[src/core/btc_pkg.sv]
// Purpose: shared constants for the bit-test branch and cpu control unit
// Assumes: 8-bit data, 16-bit program counter, cycle counts in cpu clocks
// Notes: operation and operand codes are local encodings of this unit
package btc_pkg;
    // operation select
    typedef enum logic [2:0] {
        BTC_OP_NONE = 3'h0,
        BTC_OP_BSET = 3'h1,
        BTC_OP_BCLR = 3'h2,
        BTC_OP_BTCL = 3'h3,
        BTC_OP_DECREMENT_BRANCH_NONZERO_R = 3'h4,
        BTC_OP_DECREMENT_BRANCH_NONZERO_M = 3'h5,
        BTC_OP_IEN = 3'h6,
        BTC_OP_IDIS = 3'h7
    } btc_op_t;
    // bit operand space
    typedef enum logic [2:0] {
        BTC_SP_SADDR = 3'h0,
        BTC_SP_SFR = 3'h1,
        BTC_SP_ACC = 3'h2,
        BTC_SP_PSW = 3'h3,
        BTC_SP_HL = 3'h4
    } btc_space_t;
    // register pair codes for the word move check
    localparam logic [1:0] BTC_RP_AX = 2'h0;
    // byte lengths
    localparam logic [2:0] BTC_LEN2 = 3'h2;
    localparam logic [2:0] BTC_LEN3 = 3'h3;
    localparam logic [2:0] BTC_LEN4 = 3'h4;
    // cycle counts
    localparam logic [7:0] BTC_CYC6 = 8'h06;
    localparam logic [7:0] BTC_CYC8 = 8'h08;
    localparam logic [7:0] BTC_CYC9 = 8'h09;
    localparam logic [7:0] BTC_CYC10 = 8'h0A;
    localparam logic [7:0] BTC_CYC11 = 8'h0B;
    localparam logic [7:0] BTC_CYC12 = 8'h0C;
    // psw flag positions
    localparam int BTC_PSW_CY = 0;
    localparam int BTC_PSW_AC = 4;
    localparam int BTC_PSW_Z = 6;
    localparam logic [7:0] BTC_BYTE_ZERO = 8'h00;
    localparam logic [7:0] BTC_BYTE_ONE = 8'h01;
    localparam logic [7:0] BTC_CNT_ONE = 8'h01;
endpackage

[src/core/btc_core.sv]
// Purpose: execution of bit-test branches, loop branches and interrupt enable control
// Assumes: operand byte already fetched and presented with the start pulse
// Notes: busy for all but the last of the documented cycle count in cpu clocks, results post in the last
//
// Contract
// - branch-if-bit-set jumps by displacement only when bit is one; 3 bytes, 8 cycles; code takes 8 only for acc and hsram saddr, sfr is 4 bytes, 11.
// - register loop decrements register, branches when nonzero; 2 bytes, 6 cycles.
// - memory loop decrements and writes back byte, branches when nonzero; 8/10 cycles.
// - interrupt enable instruction sets master enable; 2 bytes, 6 cycles.
// - mask instruction clears master enable; 2 bytes, 6 cycles.
// - all timing counted in cpu clock periods.
// - short count for high-speed ram or no data access, long otherwise.
// - pointer forms add read waits, plus write waits when written back.
// - word move into accumulator pair only from the three other pairs.
`timescale 1ns/1ps
module btc_core (
    // clock and reset
    input wire logic i_clk_sys,
    input wire logic i_rst_n,
    // instruction request
    input wire logic i_start,
    input wire btc_pkg::btc_op_t i_op,
    input wire btc_pkg::btc_space_t i_space,
    input wire logic [2:0] i_bit_sel,
    input wire logic [7:0] i_operand,
    input wire logic [7:0] i_psw,
    input wire logic [7:0] i_jump_displacement,
    input wire logic [15:0] i_pc,
    input wire logic i_hsram,
    input wire logic [3:0] i_wait_rd,
    input wire logic [3:0] i_wait_wr,
    // word move legality check
    input wire logic [1:0] i_register_pair,
    // results
    output logic o_busy,
    output logic o_done,
    output logic [15:0] o_next_pc,
    output logic o_branch_taken,
    output logic o_wr_en,
    output logic [7:0] o_wr_data,
    output logic o_psw_wr,
    output logic [7:0] o_psw,
    output logic o_interrupt_master_enable,
    output logic o_word_move_ok
);
    ////////////////////////////////////////////////////////////////////////
    typedef enum logic [1:0] {
        BTC_ST_IDLE = 2'h0,
        BTC_ST_RUN = 2'h1,
        BTC_ST_POST = 2'h3
    } btc_state_t;

    btc_state_t state, next_state;
    logic [7:0] count, next_count;
    logic [15:0] next_pc_r, next_next_pc;
    logic taken, next_taken;
    logic wr_en, next_wr_en;
    logic [7:0] wr_data, next_wr_data;
    logic psw_wr, next_psw_wr;
    logic [7:0] psw_out, next_psw_out;
    logic ime, next_ime;
    logic done, next_done;
    logic rp_ok, next_rp_ok;
    // registered copies so every port comes straight from a flop
    logic busy, next_busy;
    logic wr_pulse, next_wr_pulse;
    logic psw_pulse, next_psw_pulse;
    logic [2:0] len;
    logic [7:0] cycles;

    // length and cycle lookup
    btc_timing u_timing (
        .i_op(i_op),
        .i_space(i_space),
        .i_hsram(i_hsram),
        .i_wait_rd(i_wait_rd),
        .i_wait_wr(i_wait_wr),
        .o_len(len),
        .o_cycles(cycles)
    );

    ////////////////////////////////////////////////////////////////////////
    // decode and evaluate at start, then count down the cycle budget
    always_comb begin
        logic bitv;
        logic [7:0] dec;
        logic [15:0] fall;
        logic [15:0] disp16;
        logic [7:0] cleared;
        bitv = i_operand[i_bit_sel];
        dec = i_operand - btc_pkg::BTC_BYTE_ONE;
        fall = i_pc + 16'(len);
        disp16 = {{8{i_jump_displacement[7]}}, i_jump_displacement};
        cleared = i_operand & ~(btc_pkg::BTC_BYTE_ONE << i_bit_sel);
        next_state = state;
        next_count = count;
        next_next_pc = next_pc_r;
        next_taken = taken;
        next_wr_en = wr_en;
        next_wr_data = wr_data;
        next_psw_wr = psw_wr;
        next_psw_out = psw_out;
        next_ime = ime;
        next_done = 1'b0;
        next_rp_ok = (i_register_pair != btc_pkg::BTC_RP_AX);
        unique case (state)
            BTC_ST_IDLE: begin
                if (i_start) begin
                    next_state = BTC_ST_RUN;
                    next_count = cycles - btc_pkg::BTC_CNT_ONE;
                    next_taken = 1'b0;
                    next_wr_en = 1'b0;
                    next_psw_wr = 1'b0;
                    next_wr_data = i_operand;
                    next_psw_out = i_psw;
                    unique case (i_op)
                        btc_pkg::BTC_OP_BSET: next_taken = bitv;
                        btc_pkg::BTC_OP_BCLR: next_taken = !bitv;
                        btc_pkg::BTC_OP_BTCL: begin
                            next_taken = bitv;
                            if (bitv) begin
                                next_wr_data = cleared;
                                next_wr_en = (i_space != btc_pkg::BTC_SP_PSW);
                                next_psw_wr = (i_space == btc_pkg::BTC_SP_PSW);
                                next_psw_out = cleared;
                            end
                        end
                        btc_pkg::BTC_OP_DECREMENT_BRANCH_NONZERO_R, btc_pkg::BTC_OP_DECREMENT_BRANCH_NONZERO_M: begin
                            next_wr_en = 1'b1;
                            next_wr_data = dec;
                            next_taken = (dec != btc_pkg::BTC_BYTE_ZERO);
                        end
                        btc_pkg::BTC_OP_IEN: next_ime = 1'b1;
                        btc_pkg::BTC_OP_IDIS: next_ime = 1'b0;
                        default: next_taken = 1'b0;
                    endcase
                    // untaken falls through to the following instruction
                    next_next_pc = fall;
                    if (next_taken) begin
                        next_next_pc = fall + disp16;
                    end
                end
            end
            BTC_ST_RUN: begin
                // one count per cpu clock; post in the final cycle
                if (count == btc_pkg::BTC_CNT_ONE) begin
                    next_state = BTC_ST_POST;
                    next_done = 1'b1;
                end else begin
                    next_count = count - btc_pkg::BTC_CNT_ONE;
                end
            end
            BTC_ST_POST: begin
                next_state = BTC_ST_IDLE;
                next_wr_en = 1'b0;
                next_psw_wr = 1'b0;
            end
            default: next_state = BTC_ST_IDLE;
        endcase
        // strobes pulse with done; an untaken test-and-clear never writes
        next_busy = (next_state == BTC_ST_RUN);
        next_wr_pulse = next_done && wr_en;
        next_psw_pulse = next_done && psw_wr;
    end

    // register all state
    always_ff @(posedge i_clk_sys or negedge i_rst_n) begin
        if (!i_rst_n) begin
            state <= BTC_ST_IDLE;
            count <= btc_pkg::BTC_BYTE_ZERO;
            next_pc_r <= 16'h0000;
            taken <= 1'b0;
            wr_en <= 1'b0;
            wr_data <= btc_pkg::BTC_BYTE_ZERO;
            psw_wr <= 1'b0;
            psw_out <= btc_pkg::BTC_BYTE_ZERO;
            ime <= 1'b0;
            done <= 1'b0;
            rp_ok <= 1'b0;
            busy <= 1'b0;
            wr_pulse <= 1'b0;
            psw_pulse <= 1'b0;
        end else begin
            state <= next_state;
            count <= next_count;
            next_pc_r <= next_next_pc;
            taken <= next_taken;
            wr_en <= next_wr_en;
            wr_data <= next_wr_data;
            psw_wr <= next_psw_wr;
            psw_out <= next_psw_out;
            ime <= next_ime;
            done <= next_done;
            rp_ok <= next_rp_ok;
            busy <= next_busy;
            wr_pulse <= next_wr_pulse;
            psw_pulse <= next_psw_pulse;
        end
    end

    // outputs straight from flops; write strobes qualified by done
    assign o_busy = busy;
    assign o_done = done;
    assign o_next_pc = next_pc_r;
    assign o_branch_taken = taken;
    assign o_wr_en = wr_pulse;
    assign o_wr_data = wr_data;
    assign o_psw_wr = psw_pulse;
    assign o_psw = psw_out;
    assign o_interrupt_master_enable = ime;
    assign o_word_move_ok = rp_ok;
endmodule

[src/core/btc_timing.sv]
// Purpose: byte length and cycle count lookup for one operation
// Assumes: wait counts are given per access in cpu clocks
// Notes: pure combinational table
`timescale 1ns/1ps
module btc_timing (
    // operation
    input wire btc_pkg::btc_op_t i_op,
    input wire btc_pkg::btc_space_t i_space,
    input wire logic i_hsram,
    input wire logic [3:0] i_wait_rd,
    input wire logic [3:0] i_wait_wr,
    // results
    output logic [2:0] o_len,
    output logic [7:0] o_cycles
);
    // table of lengths and cycles; hsram picks the short column
    always_comb begin
        o_len = btc_pkg::BTC_LEN2;
        o_cycles = btc_pkg::BTC_CYC6;
        unique case (i_op)
            btc_pkg::BTC_OP_BSET, btc_pkg::BTC_OP_BCLR, btc_pkg::BTC_OP_BTCL: begin
                unique case (i_space)
                    btc_pkg::BTC_SP_ACC: begin
                        o_len = btc_pkg::BTC_LEN3;
                        o_cycles = btc_pkg::BTC_CYC8;
                    end
                    btc_pkg::BTC_SP_HL: begin
                        o_len = btc_pkg::BTC_LEN3;
                        // wait states lengthen the pointer form
                        if (i_hsram) begin
                            o_cycles = btc_pkg::BTC_CYC10;
                        end else if (i_op == btc_pkg::BTC_OP_BTCL) begin
                            o_cycles = btc_pkg::BTC_CYC12 + 8'(i_wait_rd) + 8'(i_wait_wr);
                        end else begin
                            o_cycles = btc_pkg::BTC_CYC11 + 8'(i_wait_rd);
                        end
                    end
                    btc_pkg::BTC_SP_SADDR: begin
                        if (i_op == btc_pkg::BTC_OP_BSET) begin
                            o_len = btc_pkg::BTC_LEN3;
                            o_cycles = i_hsram ? btc_pkg::BTC_CYC8 : btc_pkg::BTC_CYC9;
                        end else begin
                            o_len = btc_pkg::BTC_LEN4;
                            o_cycles = i_hsram ? btc_pkg::BTC_CYC10 :
                                ((i_op == btc_pkg::BTC_OP_BTCL) ? btc_pkg::BTC_CYC12
                                                                : btc_pkg::BTC_CYC11);
                        end
                    end
                    default: begin
                        // sfr and psw forms use the long column only
                        o_len = (i_op == btc_pkg::BTC_OP_BSET && i_space == btc_pkg::BTC_SP_PSW)
                            ? btc_pkg::BTC_LEN3 : btc_pkg::BTC_LEN4;
                        if (i_op == btc_pkg::BTC_OP_BTCL) begin
                            o_cycles = btc_pkg::BTC_CYC12;
                        end else if (o_len == btc_pkg::BTC_LEN3) begin
                            o_cycles = btc_pkg::BTC_CYC9;
                        end else begin
                            o_cycles = btc_pkg::BTC_CYC11;
                        end
                    end
                endcase
            end
            btc_pkg::BTC_OP_DECREMENT_BRANCH_NONZERO_M: begin
                o_len = btc_pkg::BTC_LEN3;
                o_cycles = i_hsram ? btc_pkg::BTC_CYC8 : btc_pkg::BTC_CYC10;
            end
            default: begin
                // register loop and interrupt control: 2 bytes, 6 cycles
                o_len = btc_pkg::BTC_LEN2;
                o_cycles = btc_pkg::BTC_CYC6;
            end
        endcase
    end
endmodule

[config.mk]
export PLATFORM = sky130hd
export DESIGN_NAME = btc_core
export DESIGN_NICKNAME = d
export VERILOG_FILES = /design/src/core/btc_pkg.sv /design/src/core/btc_core.sv /design/src/core/btc_timing.sv
export SDC_FILE = /design/constraint.sdc
export NUM_CORES = 1
export LEC_CHECK = 0
export BUFFER_PORTS_ARGS = -buffer_cell sky130_fd_sc_hd__buf_2
export CORE_AREA = 2 2 98 100
export DETAILED_ROUTE_END_ITERATION = 8
export DIE_AREA = 0 0 100 102
export HOLD_SLACK_MARGIN = 0.06
export PLACE_DENSITY = 0.77
export RECOVER_POWER = 50
export SYNTH_ARGS = -nofsm -noshare
export SYNTH_HDL_FRONTEND = slang
export SYNTH_SLANG_ARGS = --single-unit
[constraint.sdc]
create_clock -name i_clk_sys -period 2 [get_ports i_clk_sys]
set_input_delay 0.3 -clock i_clk_sys [delete_from_list [all_inputs] [get_ports i_clk_sys]]
set_output_delay 0.3 -clock i_clk_sys [all_outputs]
set_load 0.01 [all_outputs]
# == After elaboration in Yosys (flattened, before gate mapping) ==
# Cells that the tools add are included.
# totals
word_cells,105
inputBits,63
regBits,51
# classes
eq_ne,18
reduce_logical,19
n_addsub,8
shift,1
order_cmp,1
mux,42
n_bitwise,2
# op_table
cell,n
8-bit 2-to-1 mux,10
8-bit case mux with 2 select lines,3
8-bit case mux with 3 select lines,1
8-bit by 1-bit subtractor with 8-bit output (second input constant),3
16-bit adder,1
16-bit by 3-bit adder with 16-bit output,1
16-bit 2-to-1 mux,1
3-bit by 2-bit equality test with 1-bit output (second input constant),5
3-bit equality test (second input constant),5
3-bit case mux with 2 select lines,2
1-bit 2-to-1 mux,11
4-bit by 4-bit adder with 5-bit output (first input constant),2
3-bit 2-to-1 mux,3
8-bit by 4-bit adder with 8-bit output,1
8-bit AND,1
8-bit by 1-bit equality test with 1-bit output (second input constant),1
2-bit 2-to-1 mux,4
8-bit inverter,1
1-bit case mux with 2 select lines,4
2-bit nonzero test,4
8-bit nonzero test,1
1-bit by 3-bit << shifter with 8-bit output (first input constant),1
3-bit AND reduction,2
2-bit OR reduction,3
15 further kinds,20

# == Logic depth before layout (Yosys ltp) ==
# Gate-level depths: netlist of run 1.
# logic_depth
word_depth,11
ltp_mapped,19
ltp_nobuf,18

# == Modules after synthesis ==
# Synthesis of run 1 repeated with hierarchy kept, for this count alone.
# hier_totals
hier_cells,537
area_unflattened_um2,4426.7
# by_module_without_submodules
mod,cells_each,seq_area_each_um2,area_each_um2,n_inst
btc_core,451,1276.2,3827.4,1
btc_timing,86,0.0,599.3,1

# == Worst setup path after synthesis of run 1 ==
# Ideal clock, no wire load.
# synth_path
path_kind,input to register
startpoint,in i_op[1]
endpoint,"reg next_pc_r[15], in the netlist o_next_pc[15]"
path_stages,19
t_arrival_ns,3.735
setup_ns,0.095
slack_ns,-1.831
n_path_buf,2
required_ns,1.905
path_cell_list,clkbuf_1 > clkbuf_1 > nor2_1 > o21ai_0 > o21ai_0 > ha_1 > fa_1 > a21o_1 > nor2b_1 > nand2_1 > xnor2_1 > ha_1 > a211o_1 > a21oi_1 > nand2_1 > o22ai_1 > mux2i_1 > o31a_1 > o31ai_1
# synth_between
elab_chain_cells,8
# synth_rtl
item,line_no,text
from (decl),btc_core.sv:22,"input wire btc_pkg::btc_op_t i_op,"
3-bit by 1-bit equality test with 1-bit output,-,
1-bit logical AND,btc_timing.sv:51,o_len = (i_op == btc_pkg::BTC_OP_BSET && i_space == btc_pkg::BTC_SP_PSW)
3-bit 2-to-1 mux,btc_timing.sv:52,? btc_pkg::BTC_LEN3 : btc_pkg::BTC_LEN4;
3-bit case mux with 2 select lines,btc_timing.sv:22,unique case (i_space)
3-bit case mux with 2 select lines,btc_timing.sv:20,unique case (i_op)
16-bit by 3-bit adder with 16-bit output,btc_core.sv:92,fall = i_pc + 16'(len);
16-bit adder,btc_core.sv:140,next_next_pc = fall + disp16;
16-bit 2-to-1 mux *,btc_core.sv:139,if (next_taken) begin
to (signal assigned),btc_core.sv:186,next_pc_r <= next_next_pc;
to (decl),btc_core.sv:55,"logic [15:0] next_pc_r, next_next_pc;"
# Mark *: on every way between the ends. The rest lies on a longest branch, timed or not. The select of a mux whose other input is x is not followed.
# A chain may end at the register's enable or synchronous reset.

# == Worst setup path in the final report of run 1 ==
# layout_path
startpoint,in i_space[1]
endpoint,"reg next_pc_r[14], in the netlist o_next_pc[14]"
# layout_between
elab_chain_cells,8
# layout_rtl
item,line_no,text
from (decl),btc_core.sv:23,"input wire btc_pkg::btc_space_t i_space,"
3-bit by 2-bit equality test with 1-bit output,btc_timing.sv:51,
1-bit logical AND,btc_timing.sv:51,
3-bit 2-to-1 mux,btc_timing.sv:52,
3-bit case mux with 2 select lines *,btc_timing.sv:22,
3-bit case mux with 2 select lines *,btc_timing.sv:20,
16-bit by 3-bit adder with 16-bit output *,btc_core.sv:92,
16-bit adder,btc_core.sv:140,
16-bit 2-to-1 mux *,btc_core.sv:139,
# Mark *: on every way between the ends. The rest lies on a longest branch, timed or not.

==> results_dict.tcl, run 1 <==
set metrics [dict create \
    status "finished, violations left" \
    violations "negative setup slack" \
    die_h_um 102 \
    setup_viol 15 \
    clkTransAtPathRegs_ps 100 \
    via_count 5343 \
    p_per_area_nw_per_um2 896.1 \
    grt_pass1_vias 5106 \
    rows 35 \
    holdCritStartpoint "i_register_pair[0]" \
    use_met3 0.03283 \
    rsz0062_at_grt "true" \
    synthFlopType "dfrtp_1" \
    htreeDepth 2 \
    io_buffer_count 101 \
    drt_iter0_markers 300 \
    required_ps 2210 \
    place_ws_ps -1911 \
    power_switching_uw 2697 \
    r2r-start "count[5]" \
    grtUsageMet1 0.3424 \
    num_antenna_cells 0 \
    grt.total_usage 0.2831 \
    max_cap_viol_count 0 \
    seq_area_frac_synth 0.2840 \
    worst_pin_slew_ps 1143 \
    cp-start-kind "primary input" \
    dr.pass1.iters 5 \
    dp_cells 867 \
    synth_seq_cells 51 \
    final_area_um2 6854 \
    yosys_warnings 0 \
    cp.arrival_ps 3670 \
    async_flop_share 1.000 \
    drv_slew 0 \
    r2r-end "o_next_pc[7]" \
    cts_sinks 51 \
    wire_per_inst_um 18.08 \
    crit_type "primary input to register" \
    slew_headroom 0.2382 \
    cp_max_fo 7 \
    wl_um 16240 \
    via_per_inst 5.950 \
    rrSetupSlack_ps -100 \
    critical-path-max-stage-delay_ps 380 \
    p_comb_frac 0.606 \
    insertion_delay_ps 330 \
    power.total_uw 6142 \
    crit_family "compound AO/OA/AOI/OAI gates" \
    antenna_found_initial 0 \
    whs_endpoint "o_word_move_ok" \
    crit_buf_inv 1 \
    cp-end-kind "register" \
    finalWorstSetupSlack_ps -1455 \
    worst_ir_drop_vdd_v 0.0007663 \
    synthToLayoutAreaGrowth_pct 52.55 \
    dp_hpwl_um 10780 \
    grt_max_degree 36 \
    worst_r2r_path_depth 7 \
    syn-num-nets 641 \
    synth_area_um2 4493 \
    die_x_um 100 \
    cp_slowest_cell "a311o_1" \
    holdPathStages 2 \
    gr-usage-met2 0.5348 \
    grt.busiest_layer "met2" \
    max_freq_mhz 289.5 \
    pin_count 102 \
    fin_nets 883 \
    clock_power_share 0.110 \
    gp_congestion 0.9132 \
    gr-total-overflow 0 \
    place_area_um2 6185 \
    start_util 0.4933 \
    sw_frac_of_total 0.4391 \
    path_cells "buf_12, nor2b_1, o21ai_0, o21ai_2, ha_2, fa_2, a21o_1, nand2_2, xnor2_4, ha_4, a21o_4, a311o_1, a211oi_2, o31ai_2, xor2_1, mux2i_1, a21oi_1" \
    synth_cell_types 70 \
    synth_enable_flop_cells 0 \
    drc 0 \
    intPower_uw 3445 \
    cts_tree "yes" \
    final.period_utilization 1.727 \
    final_hold_viol_count 0 \
    grt_pass1_wl_um 23560 \
    tritoncts.num_buffers 5 \
    syn_avg_cell_area_um2 8.259 \
    dieArea_um2 10200 \
    coreArea_um2 9109 \
    power_frac_seq 0.284 \
    period_minus_slack_ps 3455 \
    fin_cells 898 \
    leakage_uw 0.003266 \
    drive_gt1_frac 0.4409 \
    max-clock-path-buffers 2 \
    root_buffer "clkbuf_8" \
    syn-instance-count 544 \
    drtAntennaViolNets 0 \
    worst_hold_path_type "primary input to register" \
    cp.depth 17 \
    final.setup_skew_ps 12.77 \
]
-- cell usage in the layout, fill, tap and decap left out, types with 5 or more instances in the layout --
cell type,instances
nand2_1,52
inv_1,18
nand3_2,5
nand2b_1,6
clkbuf_8,5
o211ai_1,11
xor2_1,8
ha_4,7
o21a_1,6
nand2_2,5
clkbuf_1,10
xnor2_2,10
a21oi_2,6
xnor2_1,14
mux2i_1,19
or3_1,6
and3_1,6
a21oi_1,22
nand3_1,17
nor3_1,9
buf_4,148
buf_6,14
buf_2,87
nand4_1,5
ha_1,21
nor2_1,45
dfrtp_1,51
a21o_1,6
o31ai_1,5
o21ai_0,26
a31oi_1,9
o21ai_1,18
-- how the worst max path moves through the flow --
stage	startpoint	endpoint	slack, ps
final	i_space[1]	o_next_pc[14]	-1450
after global routing	i_space[1]	o_next_pc[14]	-1580
after CTS	i_space[1]	o_next_pc[15]	-1340
after global placement	i_space[1]	o_next_pc[15]	-1650
after floorplan	i_op[1]	o_next_pc[15]	-1490
after detailed placement	i_space[1]	o_next_pc[15]	-1910
-- cells by family after synthesis --
| logic type | count (synthesis) | share of synthesized area |
|---|---|---|
| buffers and inverters | 50 | 0.05124 |
| adder cells (fa/ha/maj) | 34 | 0.09969 |
| AND/OR/NAND/NOR | 199 | 0.2208 |
| AO/OA/AOI/OAI | 156 | 0.2337 |
| multiplexers | 19 | 0.04233 |
| XOR/XNOR | 35 | 0.06823 |
| flip-flops | 51 | 0.2840 |
-- power by group through the flow --
stage               Combinational, uW  Clock [uW]  Sequential, uW
detailed placement               3200           0            1760
finish                           3720         676            1750
CTS                              3360         657            1730
global route                     4040         715            1780
global placement                 3070           0            1730
floorplan                        1700           0            1910
-- synthesized netlist by cell type (4+ instances only) --
cell / n / share of area
o211ai_1: 11 / 0.018
or3_1: 6 / 0.0084
o21ai_1: 8 / 0.0089
a21o_1: 7 / 0.012
buf_2: 7 / 0.0078
nand4_1: 5 / 0.0070
and3_1: 6 / 0.0084
a211oi_1: 7 / 0.012
nand2b_1: 7 / 0.0097
clkbuf_1: 16 / 0.013
nor3_1: 10 / 0.011
dfrtp_1: 51 / 0.28
o31ai_1: 7 / 0.012
a21oi_1: 31 / 0.035
inv_1: 22 / 0.018
o21a_1: 6 / 0.010
xor2_1: 10 / 0.019
nand3_1: 21 / 0.023
and2_1: 4 / 0.0056
nand2_1: 57 / 0.048
o21ai_0: 39 / 0.043
ha_1: 31 / 0.086
nor2_1: 48 / 0.040
nor2b_1: 6 / 0.0084
xnor2_1: 25 / 0.049
mux2i_1: 19 / 0.042
a31oi_1: 10 / 0.014
nor4_1: 6 / 0.0084
-- layer usage --
metal,vias to the layer above,share of wire
li1,2463,-
met1,2546,0.39
met2,260,0.50
met3,74,0.061
met4,0,0.050
met5,-,0
-- state kept, by name, summed over array words and instances (netlist names) --
signal / flops
o_next_pc: 16
count: 8
o_psw: 8
o_wr_data: 8
state: 2
o_branch_taken: 1
o_busy: 1
o_done: 1
o_interrupt_master_enable: 1
o_psw_wr: 1
o_word_move_ok: 1
o_wr_en: 1
psw_wr: 1
wr_en: 1
-- repair_timing --
item                                   in CTS  in global routing
endpoints found under the hold margin      21                  0
setup buffers                              12                 11
hold buffers                                1                  0
gates cloned                                0                  1
pin swaps                                  36                 56
resized for setup                          37                 50
setup endpoints to repair                  20                 27
-- per-stage QoR --
stage / hold WS, ps / setup TNS [ps] / utilization
2_1_floorplan: 4.409 / -16100 / -
3_3_place_gp: 284.3 / -22190 / 0.6790
3_5_place_dp: 293.8 / -24850 / 0.6790
4_1_cts: 173.3 / -14450 / 0.7192
5_1_grt: 162.8 / -19790 / 0.7525
6_report: 170.2 / -16900 / 0.7525
-- final cells by class --
| type | instances | area [um^2] |
|---|---|---|
| clock buffer | 5 | 68.82 |
| sequential | 51 | 1276 |
| timing repair buffer | 263 | 1812 |
| multi-input combinational | 443 | 3448 |
| fill | 632 | 2255 |
| clock inverter | 3 | 27.53 |
| inverter | 22 | 82.58 |
| tap | 111 | 138.9 |
Power figures use the tool's default switching activity.
==> run 2: changes to the inputs <==
- PLACE_DENSITY: 0.77 -> 0.74
- REMOVE_ABC_BUFFERS: unset -> 1
- clock period: 2 -> 3.55 ns (I/O delays scaled with it)
==> run 2 against run 1 <==
The flow finishes with violations (max-capacitance violations, max-slew violations, negative setup slack). Clock skew decreased by 5.1 ps. Global-route usage decreased by 4.0 points. Count of clock-buffer cells in the layout increased by 1. Register-to-register slack improved by 980 ps. Setup slack improved by 1400 ps. Critical path type unchanged. Largest cell class unchanged.
==> results_dict.tcl, run 2 (synthesis gave the netlist of run 1 again) <==
set metrics [dict create \
    htreeDepth 2 \
    cp-start-kind "primary input" \
    cp_max_fo 6 \
    drv_slew 31 \
    tritoncts.num_buffers 5 \
    power_frac_seq 0.336 \
    intPower_uw 1672 \
    drtAntennaViolNets 0 \
    dr.pass1.iters 5 \
    largest_register_ffs 16 \
    gp_congestion 0.8901 \
    clock_power_share 0.114 \
    fin_setup_tns_ps -52.39 \
    period_minus_slack_ps 3602 \
    pin_count 102 \
    wl_um 12720 \
    grt.total_usage 0.2430 \
    cts_tree "yes" \
    worst_r2r_path_depth 8 \
    via_per_inst 5.832 \
    io_buffer_count 101 \
    antenna_found_initial 0 \
    drt_iter0_markers 229 \
    synthToLayoutAreaGrowth_pct 28.13 \
    rows 35 \
    coreArea_um2 9109 \
    cp.arrival_ps 3830 \
    final_hold_viol_count 0 \
    start_util 0.4933 \
    insertion_delay_ps 300 \
    max-clock-path-buffers 2 \
    setup_viol 1 \
    drive_gt1_frac 0.3016 \
    crit_type "primary input to register" \
    fin_nets 779 \
    finalWorstSetupSlack_ps -52.39 \
    required_ps 3780 \
    die_h_um 102 \
    final.setup_skew_ps 7.632 \
    final.period_utilization 1.015 \
    grt_pass1_wl_um 20530 \
    clkTransAtPathRegs_ps 90 \
    place_ws_ps -556.3 \
    die_x_um 100 \
    drc 0 \
    gr-total-overflow 0 \
    slew_headroom -0.09507 \
    worst_pin_slew_ps 1643 \
    cp-end-kind "register" \
    max_freq_mhz 277.6 \
    worst_ir_drop_vdd_v 0.0002658 \
    rsz0062_at_grt "true" \
    violations "max-capacitance violations, max-slew violations, negative setup slack" \
    holdPathStages 2 \
    power_switching_uw 1289 \
    dp_hpwl_um 9543 \
    leakage_uw 0.002668 \
    sw_frac_of_total 0.4354 \
    final_common_cell "buf_2" \
    via_count 4631 \
    grt_pass1_vias 4515 \
    whs_ps 414.1 \
    p_per_area_nw_per_um2 514.3 \
    dieArea_um2 10200 \
    p_comb_frac 0.550 \
    root_buffer "clkbuf_8" \
    rrSetupSlack_ps 880 \
    status "finished, violations left" \
    grt_max_degree 31 \
    worst_hold_path_type "primary input to register" \
    cts_sinks 51 \
    final_cell_mix "buf_2 (84), nand2_1 (55), buf_4 (55)" \
    cts_hold_buf 0 \
    wire_per_inst_um 16.02 \
    num_antenna_cells 0 \
    max_cap_viol_count 1 \
]
## run 2: cell count changes in the layout (fill, tap and decap cells not counted), moves of 5 or more
cell	before	now
buf_4	148	55
buf_6	14	3
a21oi_1	22	27
clkbuf_1	10	17
o21ai_1	18	12
o21ai_0	26	33
## run 2: path summary, 6_finish.rpt
path	from	to
setup / recovery	i_space[1]	o_next_pc[8]
hold / removal	i_register_pair[0]	o_word_move_ok
setup reg to reg	count[2]	o_next_pc[7]
hold reg to reg	o_psw[7]	o_psw[7]
max in group asynchronous	i_rst_n	o_next_pc[14]
min in group asynchronous	i_rst_n	o_psw[5]
## run 2: power groups by stage
stage / Sequential (uW) / Combinational (uW) / Clock (uW)
after CTS: 991 / 1600 / 353
after floorplan: 1080 / 859 / 0
after detailed placement: 1000 / 1560 / 0
final: 995 / 1630 / 338
after global routing: 1030 / 1820 / 369
after global placement: 990 / 1510 / 0
## run 2: routing by layer
metal  track usage  up-vias  routed length, um
met5             0        -                  0
met4       0.08641        0                334
met3       0.02599       24                545
met2        0.4475      160               6664
met1        0.2956     2201               5178
li1              -     2246                  -
## run 2: area by class of cell
cell class,instances,area [um^2]
tap,111,138.9
fill,774,3352
sequential,51,1276
clock buffer,6,72.57
timing repair buffer,159,942.2
inverter,22,82.58
clock inverter,2,12.51
multi-input combinational,443,3232
## run 2: repair_timing
item                       CTS  global route
gates cloned                 0             0
pin swaps                    8            27
resized for setup           17            42
setup endpoints to repair    7            10
setup buffers                2             3
## run 2: through the flow
stage | std cells | total power (uW) | util | cell area (um^2)
6_report | 794 | 2961 | 0.6320 | 5757
5_1_grt | 794 | 3213 | 0.6320 | 5757
4_1_cts | 793 | 2940 | 0.6126 | 5580
3_5_place_dp | 783 | 2565 | 0.5931 | 5403
3_3_place_gp | 783 | 2497 | 0.5931 | 5403
2_1_floorplan | 516 | 1934 | - | 4345
## run 2: critical path, cell delays in order
cell,delay [ps]
buf_6,110
buf_6,120
and2_1,140
o21ai_1,70
nand3_1,90
nand2_2,120
ha_1,240
a21o_1,190
a21oi_2,200
nor2_2,80
xor2_1,200
ha_1,330
and3_1,230
a221oi_2,310
o21bai_1,120
a21oi_1,210
xnor2_1,210
mux2i_1,150
a21oi_1,170
